<file path="src/hdl/qdc_defs.vh">
// Function
// - Word is start, op, address, data.
// - Store writes data to nonvolatile register.
// - Store leaves outputs and states unchanged.
// - Busy low from command until store done.
// - Store ignored while all channels inactive.
// - Write loads volatile register at D0 edge.
// - Top address bit selects mute/shutdown register.
// - Upper bits mute, lower bits shut down.
// - Register write leaves nonvolatile memory alone.
// - Read shifts register out after address.
// - Data output floats when select rises.
// - Read changes nothing; busy stays high.
// - Load copies nonvolatile to volatile at A0.
// - Load keeps nonvolatile; busy stays high.
// - Shut down channel output floats.
// - Muted channel drives low reference level.
// - External mute input mutes all channels.
// - Store re-enabled after mute register write; here only by a write that changes the register value.
// - Power-on loads codes then mute register.
// - Muted and interface off during init.
// - Op codes store, write, read, load.
// - Address 100 selects mute/shutdown register.
// - Bits captured MSB first on rising edges.
// - Interface off while select high.
`ifndef QDC_DEFS_VH
`define QDC_DEFS_VH
`define QDC_WORD_BITS 14
`define QDC_CMD_BITS 6
`define QDC_OP_STORE 2'h0
`define QDC_OP_WRITE 2'h1
`define QDC_OP_READ 2'h2
`define QDC_OP_LOAD 2'h3
`define QDC_ADDR_MS 3'h4
`define QDC_MS_RESET 8'h00
`define QDC_CODE_RESET 8'h00
`define QDC_CLK_HZ 10000000
`define QDC_STORE_MS 13
`define QDC_STORE_CYC ((`QDC_CLK_HZ / 1000) * `QDC_STORE_MS)
`define QDC_INIT_US 80
`define QDC_INIT_CYC ((`QDC_CLK_HZ / 1000000) * `QDC_INIT_US)
`endif

</file>
<file path="src/hdl/qdc_sync.v">
`timescale 1ns/100ps
module qdc_sync #(
    parameter W = 4
) (
    input wire clock,
    input wire rst_n,
    input wire [W-1:0] d,
    output wire [W-1:0] q
);
    reg [W-1:0] s1_q;
    reg [W-1:0] s2_q;
    always @(posedge clock or negedge rst_n) begin
        if (!rst_n) begin
            s1_q <= {W{1'b0}};
            s2_q <= {W{1'b0}};
        end else begin
            s1_q <= d;
            s2_q <= s1_q;
        end
    end
    assign q = s2_q;
endmodule

</file>
<file path="src/hdl/qdc_nvm.v">
`timescale 1ns/100ps
`include "qdc_defs.vh"
// Nonvolatile array of five bytes with a timed write.
module qdc_nvm #(
    parameter STORE_CYC = `QDC_STORE_CYC
) (
    input wire clock,
    input wire rst_n,
    input wire wr,
    input wire [2:0] wr_addr,
    input wire [7:0] wr_data,
    input wire [2:0] rd_addr,
    output wire [7:0] rd_data,
    output wire busy
);
    reg [7:0] mem [0:4];
    reg [23:0] cnt_q;
    reg [2:0] pa_q;
    reg [7:0] pd_q;
    integer i;
    assign rd_data = (rd_addr <= 3'h4) ? mem[rd_addr] : 8'h00;
    assign busy = (cnt_q != 24'h000000);
    always @(posedge clock or negedge rst_n) begin
        if (!rst_n) begin
            cnt_q <= 24'h000000;
            pa_q <= 3'h0;
            pd_q <= 8'h00;
            for (i = 0; i < 5; i = i + 1) begin
                mem[i] <= `QDC_CODE_RESET;
            end
        end else if (wr && !busy) begin
            pa_q <= wr_addr;
            pd_q <= wr_data;
            cnt_q <= STORE_CYC[23:0];
        end else if (busy) begin
            cnt_q <= cnt_q - 24'h000001;
            if (cnt_q == 24'h000001 && pa_q <= 3'h4) begin
                mem[pa_q] <= pd_q;
            end
        end
    end
endmodule

</file>
<file path="src/hdl/qdc_ctrl.v">
`timescale 1ns/100ps
`include "qdc_defs.vh"
// Quad DAC serial command controller.
module qdc_ctrl #(
    parameter STORE_CYC = `QDC_STORE_CYC,
    parameter INIT_CYC = `QDC_INIT_CYC
) (
    input wire clock,
    input wire rst_n,
    input wire sclk,
    input wire cs_n,
    input wire sdi,
    input wire mute_in,
    output reg sdo_o,
    output reg sdo_oe,
    output wire store_ready_n_busy,
    output wire [31:0] dac_code,
    output wire [3:0] dac_mute,
    output wire [3:0] dac_shdn,
    output wire init_done
);
    localparam S_INIT = 2'h0;
    localparam S_IDLE = 2'h1;
    wire [3:0] syn;
    reg sclk_d_q;
    reg [1:0] st_q;
    reg [13:0] cnt_q;
    reg [2:0] ia_q;
    reg [13:0] sh_q;
    reg [3:0] nb_q;
    reg rd_q;
    reg [7:0] rsh_q;
    reg [7:0] code_q [0:3];
    reg [7:0] ms_q;
    reg lock_q;
    reg pend_q;
    reg nv_wr;
    reg [2:0] nv_wa;
    reg [7:0] nv_wd;
    wire [7:0] nv_rd;
    wire nv_busy;
    wire [2:0] nv_ra;
    wire s_clk;
    wire s_cs_n;
    wire s_din;
    wire s_mute;
    wire rise;
    wire [13:0] w;
    wire [1:0] op;
    wire [2:0] ad;
    qdc_sync #(.W(4)) u_sync (
        .clock(clock),
        .rst_n(rst_n),
        .d({sclk, cs_n, sdi, mute_in}),
        .q(syn)
    );
    assign s_clk = syn[3];
    assign s_cs_n = syn[2];
    assign s_din = syn[1];
    assign s_mute = syn[0];
    assign rise = s_clk && !sclk_d_q && !s_cs_n && (st_q == S_IDLE);
    assign w = {sh_q[12:0], s_din};
    // Op and address sit in the low bits of w while the address edge is taken.
    assign op = w[4:3];
    assign ad = w[2:0];
    assign nv_ra = (st_q == S_INIT) ? ia_q : ((nb_q == 4'h5) ? w[2:0] : sh_q[2:0]);
    assign init_done = (st_q == S_IDLE);
    // A pending store holds busy low from the address edge until the write starts.
    assign store_ready_n_busy = !(nv_busy | pend_q);
    qdc_nvm #(.STORE_CYC(STORE_CYC)) u_nvm (
        .clock(clock),
        .rst_n(rst_n),
        .wr(nv_wr),
        .wr_addr(nv_wa),
        .wr_data(nv_wd),
        .rd_addr(nv_ra),
        .rd_data(nv_rd),
        .busy(nv_busy)
    );
    genvar g;
    generate
        for (g = 0; g < 4; g = g + 1) begin : g_ch
            assign dac_code[8*g+7:8*g] = code_q[g];
            // Muted output goes to low_reference_level; code is kept.
            assign dac_mute[g] = ms_q[4+g] | s_mute | !init_done;
            assign dac_shdn[g] = ms_q[g] & init_done;
        end
    endgenerate
    // The store command is latched at the address edge so busy drops there.
    always @* begin
        nv_wr = 1'b0;
        nv_wa = 3'h0;
        nv_wd = 8'h00;
        if (rise && nb_q == 4'hD && pend_q) begin
            nv_wr = 1'b1;
            nv_wa = w[10:8];
            nv_wd = w[7:0];
        end
    end
    always @(posedge clock or negedge rst_n) begin
        if (!rst_n) begin
            sclk_d_q <= 1'b0;
            st_q <= S_INIT;
            cnt_q <= 14'h0000;
            ia_q <= 3'h0;
            sh_q <= 14'h0000;
            nb_q <= 4'h0;
            rd_q <= 1'b0;
            rsh_q <= 8'h00;
            ms_q <= `QDC_MS_RESET;
            lock_q <= 1'b0;
            pend_q <= 1'b0;
            sdo_o <= 1'b0;
            sdo_oe <= 1'b0;
            code_q[0] <= `QDC_CODE_RESET;
            code_q[1] <= `QDC_CODE_RESET;
            code_q[2] <= `QDC_CODE_RESET;
            code_q[3] <= `QDC_CODE_RESET;
        end else begin
            sclk_d_q <= s_clk;
            case (st_q)
                S_INIT: begin
                    // Spread the five loads over the init time; mute/shutdown last.
                    if (cnt_q >= INIT_CYC[13:0] / 14'd5) begin
                        cnt_q <= 14'h0000;
                        if (ia_q == `QDC_ADDR_MS) begin
                            ms_q <= nv_rd;
                            lock_q <= all_off_v(nv_rd);
                            st_q <= S_IDLE;
                        end else begin
                            code_q[ia_q[1:0]] <= nv_rd;
                            ia_q <= ia_q + 3'h1;
                        end
                    end else begin
                        cnt_q <= cnt_q + 14'h0001;
                    end
                end
                S_IDLE: begin
                    if (s_cs_n) begin
                        nb_q <= 4'h0;
                        rd_q <= 1'b0;
                        pend_q <= 1'b0;
                        sdo_oe <= 1'b0;
                    end else if (rise) begin
                        sh_q <= w;
                        if (nb_q == 4'h0 && !s_din) begin
                            nb_q <= 4'h0;
                        end else if (nb_q != 4'hE) begin
                            nb_q <= nb_q + 4'h1;
                        end
                        if (rd_q) begin
                            sdo_o <= rsh_q[7];
                            rsh_q <= {rsh_q[6:0], 1'b0};
                        end
                        if (nb_q == 4'h5) begin
                            if (op == `QDC_OP_READ) begin
                                rd_q <= 1'b1;
                                sdo_oe <= 1'b1;
                                sdo_o <= nv_rd[7];
                                rsh_q <= {nv_rd[6:0], 1'b0};
                            end else if (op == `QDC_OP_STORE) begin
                                pend_q <= !lock_q;
                            end else if (op == `QDC_OP_LOAD) begin
                                if (ad == `QDC_ADDR_MS) begin
                                    ms_q <= nv_rd;
                                    // Loading an all-off pattern locks stores; only a write unlocks.
                                    if (all_off_v(nv_rd)) begin
                                        lock_q <= 1'b1;
                                    end
                                end else if (!ad[2]) begin
                                    code_q[ad[1:0]] <= nv_rd;
                                end
                            end
                        end
                        if (nb_q == 4'hD) begin
                            pend_q <= 1'b0;
                        end
                        if (nb_q == 4'hD && w[12:11] == `QDC_OP_WRITE) begin
                            if (w[10]) begin
                                ms_q <= w[7:0];
                                if (w[7:0] != ms_q) begin
                                    lock_q <= all_off_v(w[7:0]);
                                end
                            end else begin
                                code_q[w[9:8]] <= w[7:0];
                            end
                        end
                    end
                end
                default: st_q <= S_INIT;
            endcase
        end
    end
    function all_off_v;
        input [7:0] v;
        begin
            all_off_v = ((v[7:4] | v[3:0]) == 4'hF);
        end
    endfunction
endmodule

</file>
<file path="config.mk">
export PLATFORM = sky130hd
export DESIGN_NAME = qdc_ctrl
export DESIGN_NICKNAME = d
export VERILOG_FILES = /design/src/hdl/qdc_sync.v /design/src/hdl/qdc_nvm.v /design/src/hdl/qdc_ctrl.v
export VERILOG_INCLUDE_DIRS = /design/src /design/src/hdl
export SDC_FILE = /design/constraint.sdc
export NUM_CORES = 1
export LEC_CHECK = 0
export BUFFER_PORTS_ARGS = -buffer_cell sky130_fd_sc_hd__buf_2
export CAP_MARGIN = 0
export CORE_MARGIN = 2
export CORE_UTILIZATION = 40
export CTS_CLUSTER_SIZE = 12
export DETAILED_ROUTE_END_ITERATION = 8
export SETUP_SLACK_MARGIN = 0.02
export SLEW_MARGIN = 20
export SYNTH_ARGS = -nofsm -noshare
export SYNTH_HDL_FRONTEND = slang
export SYNTH_SLANG_ARGS = --single-unit
</file>
<file path="constraint.sdc">
create_clock -name clock -period 4 [get_ports clock]
set_input_delay 0.2 -clock clock [delete_from_list [all_inputs] [get_ports clock]]
set_output_delay 0.2 -clock clock [all_outputs]
set_load 0.05 [all_outputs]
</file>
# Word-level counts from Yosys, hierarchy flattened
# Index checks and enable logic that the tools add are counted.
# Widths: inputs -> output; s select.
# word_totals
reg_bits	171
input_bits	6
output_inout_bits	44
wordCells	215
# classes
order_cmp	12
n_reduce_logical	41
muxes	89
addsub	4
n_eq_ne	19
bitwise	24
# ops
cell	count
$mux 32	15
$mux 8	22
$bwmux 32	3
$pmux 32 s2	1
$demux 8 s2	3
$mux 24	2
$bwmux 40	1
$mux 1	27
$bmux 8 s3	1
$demux 8 s3	1
$eq 24x1->1 const B	1
$reduce_bool 24->1	1
$sub 24x1->24 const B	1
$mux 4	4
$pmux 8 s2	1
$reduce_and 3->1	5
$reduce_and 5->1	3
$add 14x1->14 const B	1
$ge 14x8->1 const B	1
$mux 14	1
$logic_and 1x1->1	13
$eq 4x4->1 const B	3
$reduce_bool 2->1	5
$ge 3x3->1 const B	3
30 further kinds	70

# Longest topological paths before layout
# depth
ltp_word	24
ltp_mapped	10
mapped_depth_nobuf	9

# Cells and area by module
# Synthesis repeated with hierarchy kept, for this count alone.
# hier_totals
cells_unflattened	760
area_unflattened_um2	8441.8
# by_module_without_submodules
module	seq_area_each_um2	area_each_um2	n_inst	cells_per_inst
qdc_ctrl	2177.1	4730.8	1	475
qdc_nvm	1876.8	3510.9	1	277
qdc_sync	200.2	200.2	1	8

# Worst setup path after synthesis
# Ideal clock, no wire load.
# synth_path
path_type	reg-to-output
from	reg st_q[0]
to	out dac_shdn[0]
path_buffers	6
arrival_ns	2.723
stages_incl_launch_ff	8
path_slack_ns	1.077
required_time_ns	3.800
path_cell_list	dfrtp_1 > clkbuf_1 > clkbuf_1 > clkbuf_1 > clkbuf_1 > clkbuf_1 > clkbuf_1 > and2_1
# synth_between
elab_chain_cells	2
# synth_rtl
item	line_no	text
start: declaration	qdc_ctrl.v:26	reg [1:0] st_q;
start signal: assignment	qdc_ctrl.v:103	st_q <= S_INIT;
start signal: assignment	qdc_ctrl.v:129	st_q <= S_IDLE;
start signal: assignment	qdc_ctrl.v:190	default: st_q <= S_INIT;
$eq 2x1->1	qdc_ctrl.v:67	assign init_done = (st_q == S_IDLE);
$and 1x1->1	qdc_ctrl.v:86	assign dac_shdn[g] = ms_q[g] & init_done;
end: declaration	qdc_ctrl.v:19	output wire [3:0] dac_shdn,
# Every way passes these cells.

# Worst setup path in the final report
# layout_path
from	reg nb_q[1]
to	reg ms_q[6]
# layout_between
elab_chain_cells	18
word_cells_on_any_way	23
cone_classes	order compare (1); eq/ne (2); mux (18); bitwise (1); reduce/logical (1)
# layout_rtl
item	line_no	text
start: declaration	qdc_ctrl.v:30	reg [3:0] nb_q;
start signal: assignment	qdc_ctrl.v:149	nb_q <= nb_q + 4'h1;
$eq 4x3->1	qdc_ctrl.v:66, qdc_ctrl.v:155	
$mux 3 (2 in a row)	qdc_ctrl.v:66	assign nv_ra = (st_q == S_INIT) ? ia_q : ((nb_q == 4'h5) ? w[2:0] : sh_q[2:0]);
$not 3->4 (implied by the code)	qdc_nvm.v:21	assign rd_data = (rd_addr <= 3'h4) ? mem[rd_addr] : 8'h00;
$bmux 8 s3	qdc_nvm.v:21	
$mux 8 (implied by the code) (2 in a row)	qdc_nvm.v:21	
$mux 8	qdc_nvm.v:21	
$mux 8	qdc_ctrl.v:164	if (ad == `QDC_ADDR_MS) begin
$mux 8	qdc_ctrl.v:163	end else if (op == `QDC_OP_LOAD) begin
$mux 8	qdc_ctrl.v:161	end else if (op == `QDC_OP_STORE) begin
$mux 8	qdc_ctrl.v:156	if (op == `QDC_OP_READ) begin
$mux 8	qdc_ctrl.v:155	if (nb_q == 4'h5) begin
$mux 8	qdc_ctrl.v:179	if (w[10]) begin
$mux 8	qdc_ctrl.v:178	if (nb_q == 4'hD && w[12:11] == `QDC_OP_WRITE) begin
$mux 8	qdc_ctrl.v:144	end else if (rise) begin
$mux 8	qdc_ctrl.v:139	if (s_cs_n) begin
$pmux 8 s2 (*)	qdc_ctrl.v:121	case (st_q)
end signal: assignment	qdc_ctrl.v:127	ms_q <= nv_rd;
end signal: assignment	qdc_ctrl.v:165	ms_q <= nv_rd;
end signal: assignment	qdc_ctrl.v:180	ms_q <= w[7:0];
end: declaration	qdc_ctrl.v:34	reg [7:0] ms_q;
# Every way passes the cells marked *; elsewhere a longest branch is shown, timed or not. The select of a mux whose other input is x is not followed.
# A chain may end at the register's enable or synchronous reset.

==> results.sh <==
export IMPL_min_path_cells=0
export IMPL_seq_area_frac_synth=0.484
export IMPL_antenna_found_initial=0
export IMPL_crit_type="reg -> reg"
export IMPL_dp_cells=1190
export IMPL_vias=7172
export IMPL_rows=54
export IMPL_route_met3_wl_um=1220
export IMPL_cts_resized=0
export IMPL_met2_wirelength_um=10900
export IMPL_p_total_mw=3.42
export IMPL_layout_min_cycle_time_ns=3.21
export IMPL_r2r_setup_slack_ns=0.79
export IMPL_end_kind="flop"
export IMPL_min_path_type="reg -> reg"
export IMPL_r2r_end="ms_q[6]$_DFFE_PN0P_"
export IMPL_finalWeightedCongestion=0.854
export IMPL_ys_ff_latch=170
export IMPL_async_reset_ff_frac=1.00
export IMPL_clkTransAtPathRegs_ns=0.07
export IMPL_post_route_period_util=0.802
export IMPL_ys_warn_count=0
export IMPL_grt_pass1_vias=6972
export IMPL_dp_hpwl_um=15800
export IMPL_worstPathRequired_ns=4.35
export IMPL_synth_area_mm2=0.00878
export IMPL_via_per_inst=5.85
export IMPL_grt_pass1_wl_um=38900
export IMPL_critical_path_slowest_cell="a2111oi_0"
export IMPL_hold_viol=0
export IMPL_powerDensity_mw_per_mm2=342
export IMPL_rr_startpoint="nb_q[1]$_DFFE_PN0P_"
export IMPL_clock_latency_ns=0.44
export IMPL_p_leak_nw=4.64
export IMPL_max_slew_margin=0.310
export IMPL_drive_above_1_share=0.183
export IMPL_antenna_cells=0
export IMPL_root_buffer="clkbuf_16"
export IMPL_clk_path_buf_depth=2
export IMPL_worst_slack_ns=0.794
export IMPL_clock_skew_ns=0.0110
export IMPL_grtUsageTotal=0.210
export IMPL_io_pins=50
export IMPL_final_common_cell="dfrtp_1"
export IMPL_rsz0062_at_grt="no"
export IMPL_holdPathEnd="u_sync.q[1]$_DFF_PN0_"
export IMPL_worstMarginPinSlew_ns=1.03
export IMPL_synthCells=890
export IMPL_cp_cell_sequence="inv_1, ha_1, nand3b_1, buf_4, a2111oi_0, or2_2, o2bb2ai_1, a21o_1, a22oi_1, o21ai_0"
export IMPL_grt_max_degree=91
export IMPL_r2r_cells=10
export IMPL_syn2layout_area_growth_pct=14.0
export IMPL_placed_area_mm2=0.00938
export IMPL_hold_ws_ns=0.349
export IMPL_synthFlopType="dfrtp_1"
export IMPL_final_nets=952
export IMPL_path_delay_family="compound AO/OA/AOI/OAI gates"
export IMPL_dieArea_mm2=0.0232
export IMPL_syn_area_per_cell_um2=9.87
export IMPL_wl_um=23700
export IMPL_peakVddDrop_uv=274
export IMPL_slowest_delay_ns=0.81
export IMPL_finalSetupViolCount=0
export IMPL_numClockSinks=170
export IMPL_cp_arrival_ns=3.56
export IMPL_final_util=0.462
export IMPL_cts_setup_buffers=0
export IMPL_instances_no_fill=1227
export IMPL_first_pass_iters=6
export IMPL_die_w_um=152
export IMPL_drc=0
export IMPL_n_fill_cell=2030
export IMPL_fmax_mhz=312
export IMPL_cts_buffers=17
export IMPL_ys_types=64
export IMPL_totalNegativeSetupSlack_ns=0
export IMPL_portBuffers=49
export IMPL_synth_nets=908
export IMPL_design_core_area_mm2=0.0217
export IMPL_cp_max_fo=13
export IMPL_start_kind="flop"
export IMPL_drt_iter0_drc=478
export IMPL_cts_tree="yes"
export IMPL_wl_met1_um=11300
export IMPL_layout_common_cells="dfrtp_1, nand2_1, o21ai_0"
export IMPL_status="finished, final reports clean"
export IMPL_initial_core_util=0.405
export IMPL_synth_edf_count=0
export IMPL_top_layer="met4"
export IMPL_grt_ovfl_total=0
export IMPL_antenna_left=0
export IMPL_die_h_um=152
export IMPL_dp_slack_ns=0.869
export IMPL_slew_violations=0
export IMPL_h_tree_depth=4
export IMPL_detail_route_wl_per_cell_um=19.3
export IMPL_hp_start="u_sync.s1_q[1]$_DFF_PN0_"
export IMPL_postLayoutCellArea_mm2=0.0100
export IMPL_cp_num_buf_inv=2
export IMPL_maxCapViolCount=0
-- where the power goes --
part           switching [mW]  internal, mW
registers             0.00314          1.72
logic                  0.0410        0.0103
clock network           0.749         0.894
total                   0.793          2.63
-- state kept, by name, summed over array words and instances, names as in the netlist --
| name | count |
|---|---|
| cnt_q | 14 |
| u_sync.s1_q | 4 |
| rsh_q | 8 |
| ms_q | 8 |
| u_nvm.pd_q | 8 |
| u_nvm.pa_q | 3 |
| nb_q | 4 |
| lock_q | 1 |
| sh_q | 12 |
| rd_q | 1 |
| u_nvm.mem | 40 |
| st_q | 1 |
| sdo_o | 1 |
| sclk_d_q | 1 |
| ia_q | 3 |
| dac_code | 32 |
| u_nvm.cnt_q | 24 |
| pend_q | 1 |
| u_sync.q | 4 |
-- worst register-to-register path: stages, from the launching register on --
cell and delay, ns:
dfrtp_1 0.42, inv_1 0.10, ha_1 0.27, nand3b_1 0.10
buf_4 0.21, a2111oi_0 0.81, or2_2 0.32, o2bb2ai_1 0.18
a21o_1 0.36, a22oi_1 0.16, o21ai_0 0.21
-- Yosys cell counts (all sizes together) (12+ instances only) --
master / instances / area, um2
mux2: 57 / 642
a21o: 15 / 113
nand2: 107 / 402
a22oi: 13 / 97.6
a221oi: 15 / 131
nor3: 18 / 101
o21ai: 84 / 420
and2: 22 / 138
nand3: 34 / 170
inv: 17 / 63.8
dfrtp: 170 / 4250
ha: 12 / 150
nor2: 48 / 183
xnor2: 14 / 123
a22o: 15 / 131
a21oi: 22 / 110
clkbuf: 42 / 159
o22ai: 35 / 219
-- metal layers --
| metal | vias up | global-route usage |
|---|---|---|
| met5 | - | 0 |
| met1 | 3575 | 0.302 |
| met4 | 0 | 0.0534 |
| met2 | 210 | 0.332 |
| met3 | 23 | 0.0353 |
| li1 | 3364 | - |
-- how the worst max path moves through the flow --
stage / startpoint / to / slack [ns] / cells past startpoint
3_3_place_gp: nb_q[1]$_DFFE_PN0P_ / lock_q$_DFFE_PN0P_ / 0.91 / 10
6_report: nb_q[1]$_DFFE_PN0P_ / ms_q[6]$_DFFE_PN0P_ / 0.79 / 10
5_1_grt: nb_q[1]$_DFFE_PN0P_ / ms_q[6]$_DFFE_PN0P_ / 0.53 / 10
4_1_cts: nb_q[1]$_DFFE_PN0P_ / ms_q[6]$_DFFE_PN0P_ / 0.83 / 10
2_1_floorplan: st_q[0]$_DFFE_PN0P_ / dac_shdn[0] / 1.08 / 7
3_5_place_dp: nb_q[1]$_DFFE_PN0P_ / ms_q[6]$_DFFE_PN0P_ / 0.87 / 10
-- kinds of logic after synthesis --
kind of cell | synth area share
simple gates | 0.179
buf+inv | 0.0315
mux | 0.0765
fa+ha+maj | 0.0171
xor+xnor | 0.0229
flops | 0.484
compound gates | 0.188
-- cell type report --
cell class	instances	area [um2]	share of cell area
tap	280	350	0.0350
multi-input combinational	650	4270	0.426
clock inverter	13	136	0.0136
sequential	170	4260	0.425
timing repair buffer	78	494	0.0494
inverter	17	63.8	0.00638
clock buffer	19	443	0.0443
-- what timing repair did --
action	CTS	global route
hold buffers	5	0
endpoints found under the setup margin	0	0
hold endpoints to repair	84	0
Note: power is estimated with default switching activity, not from simulation.
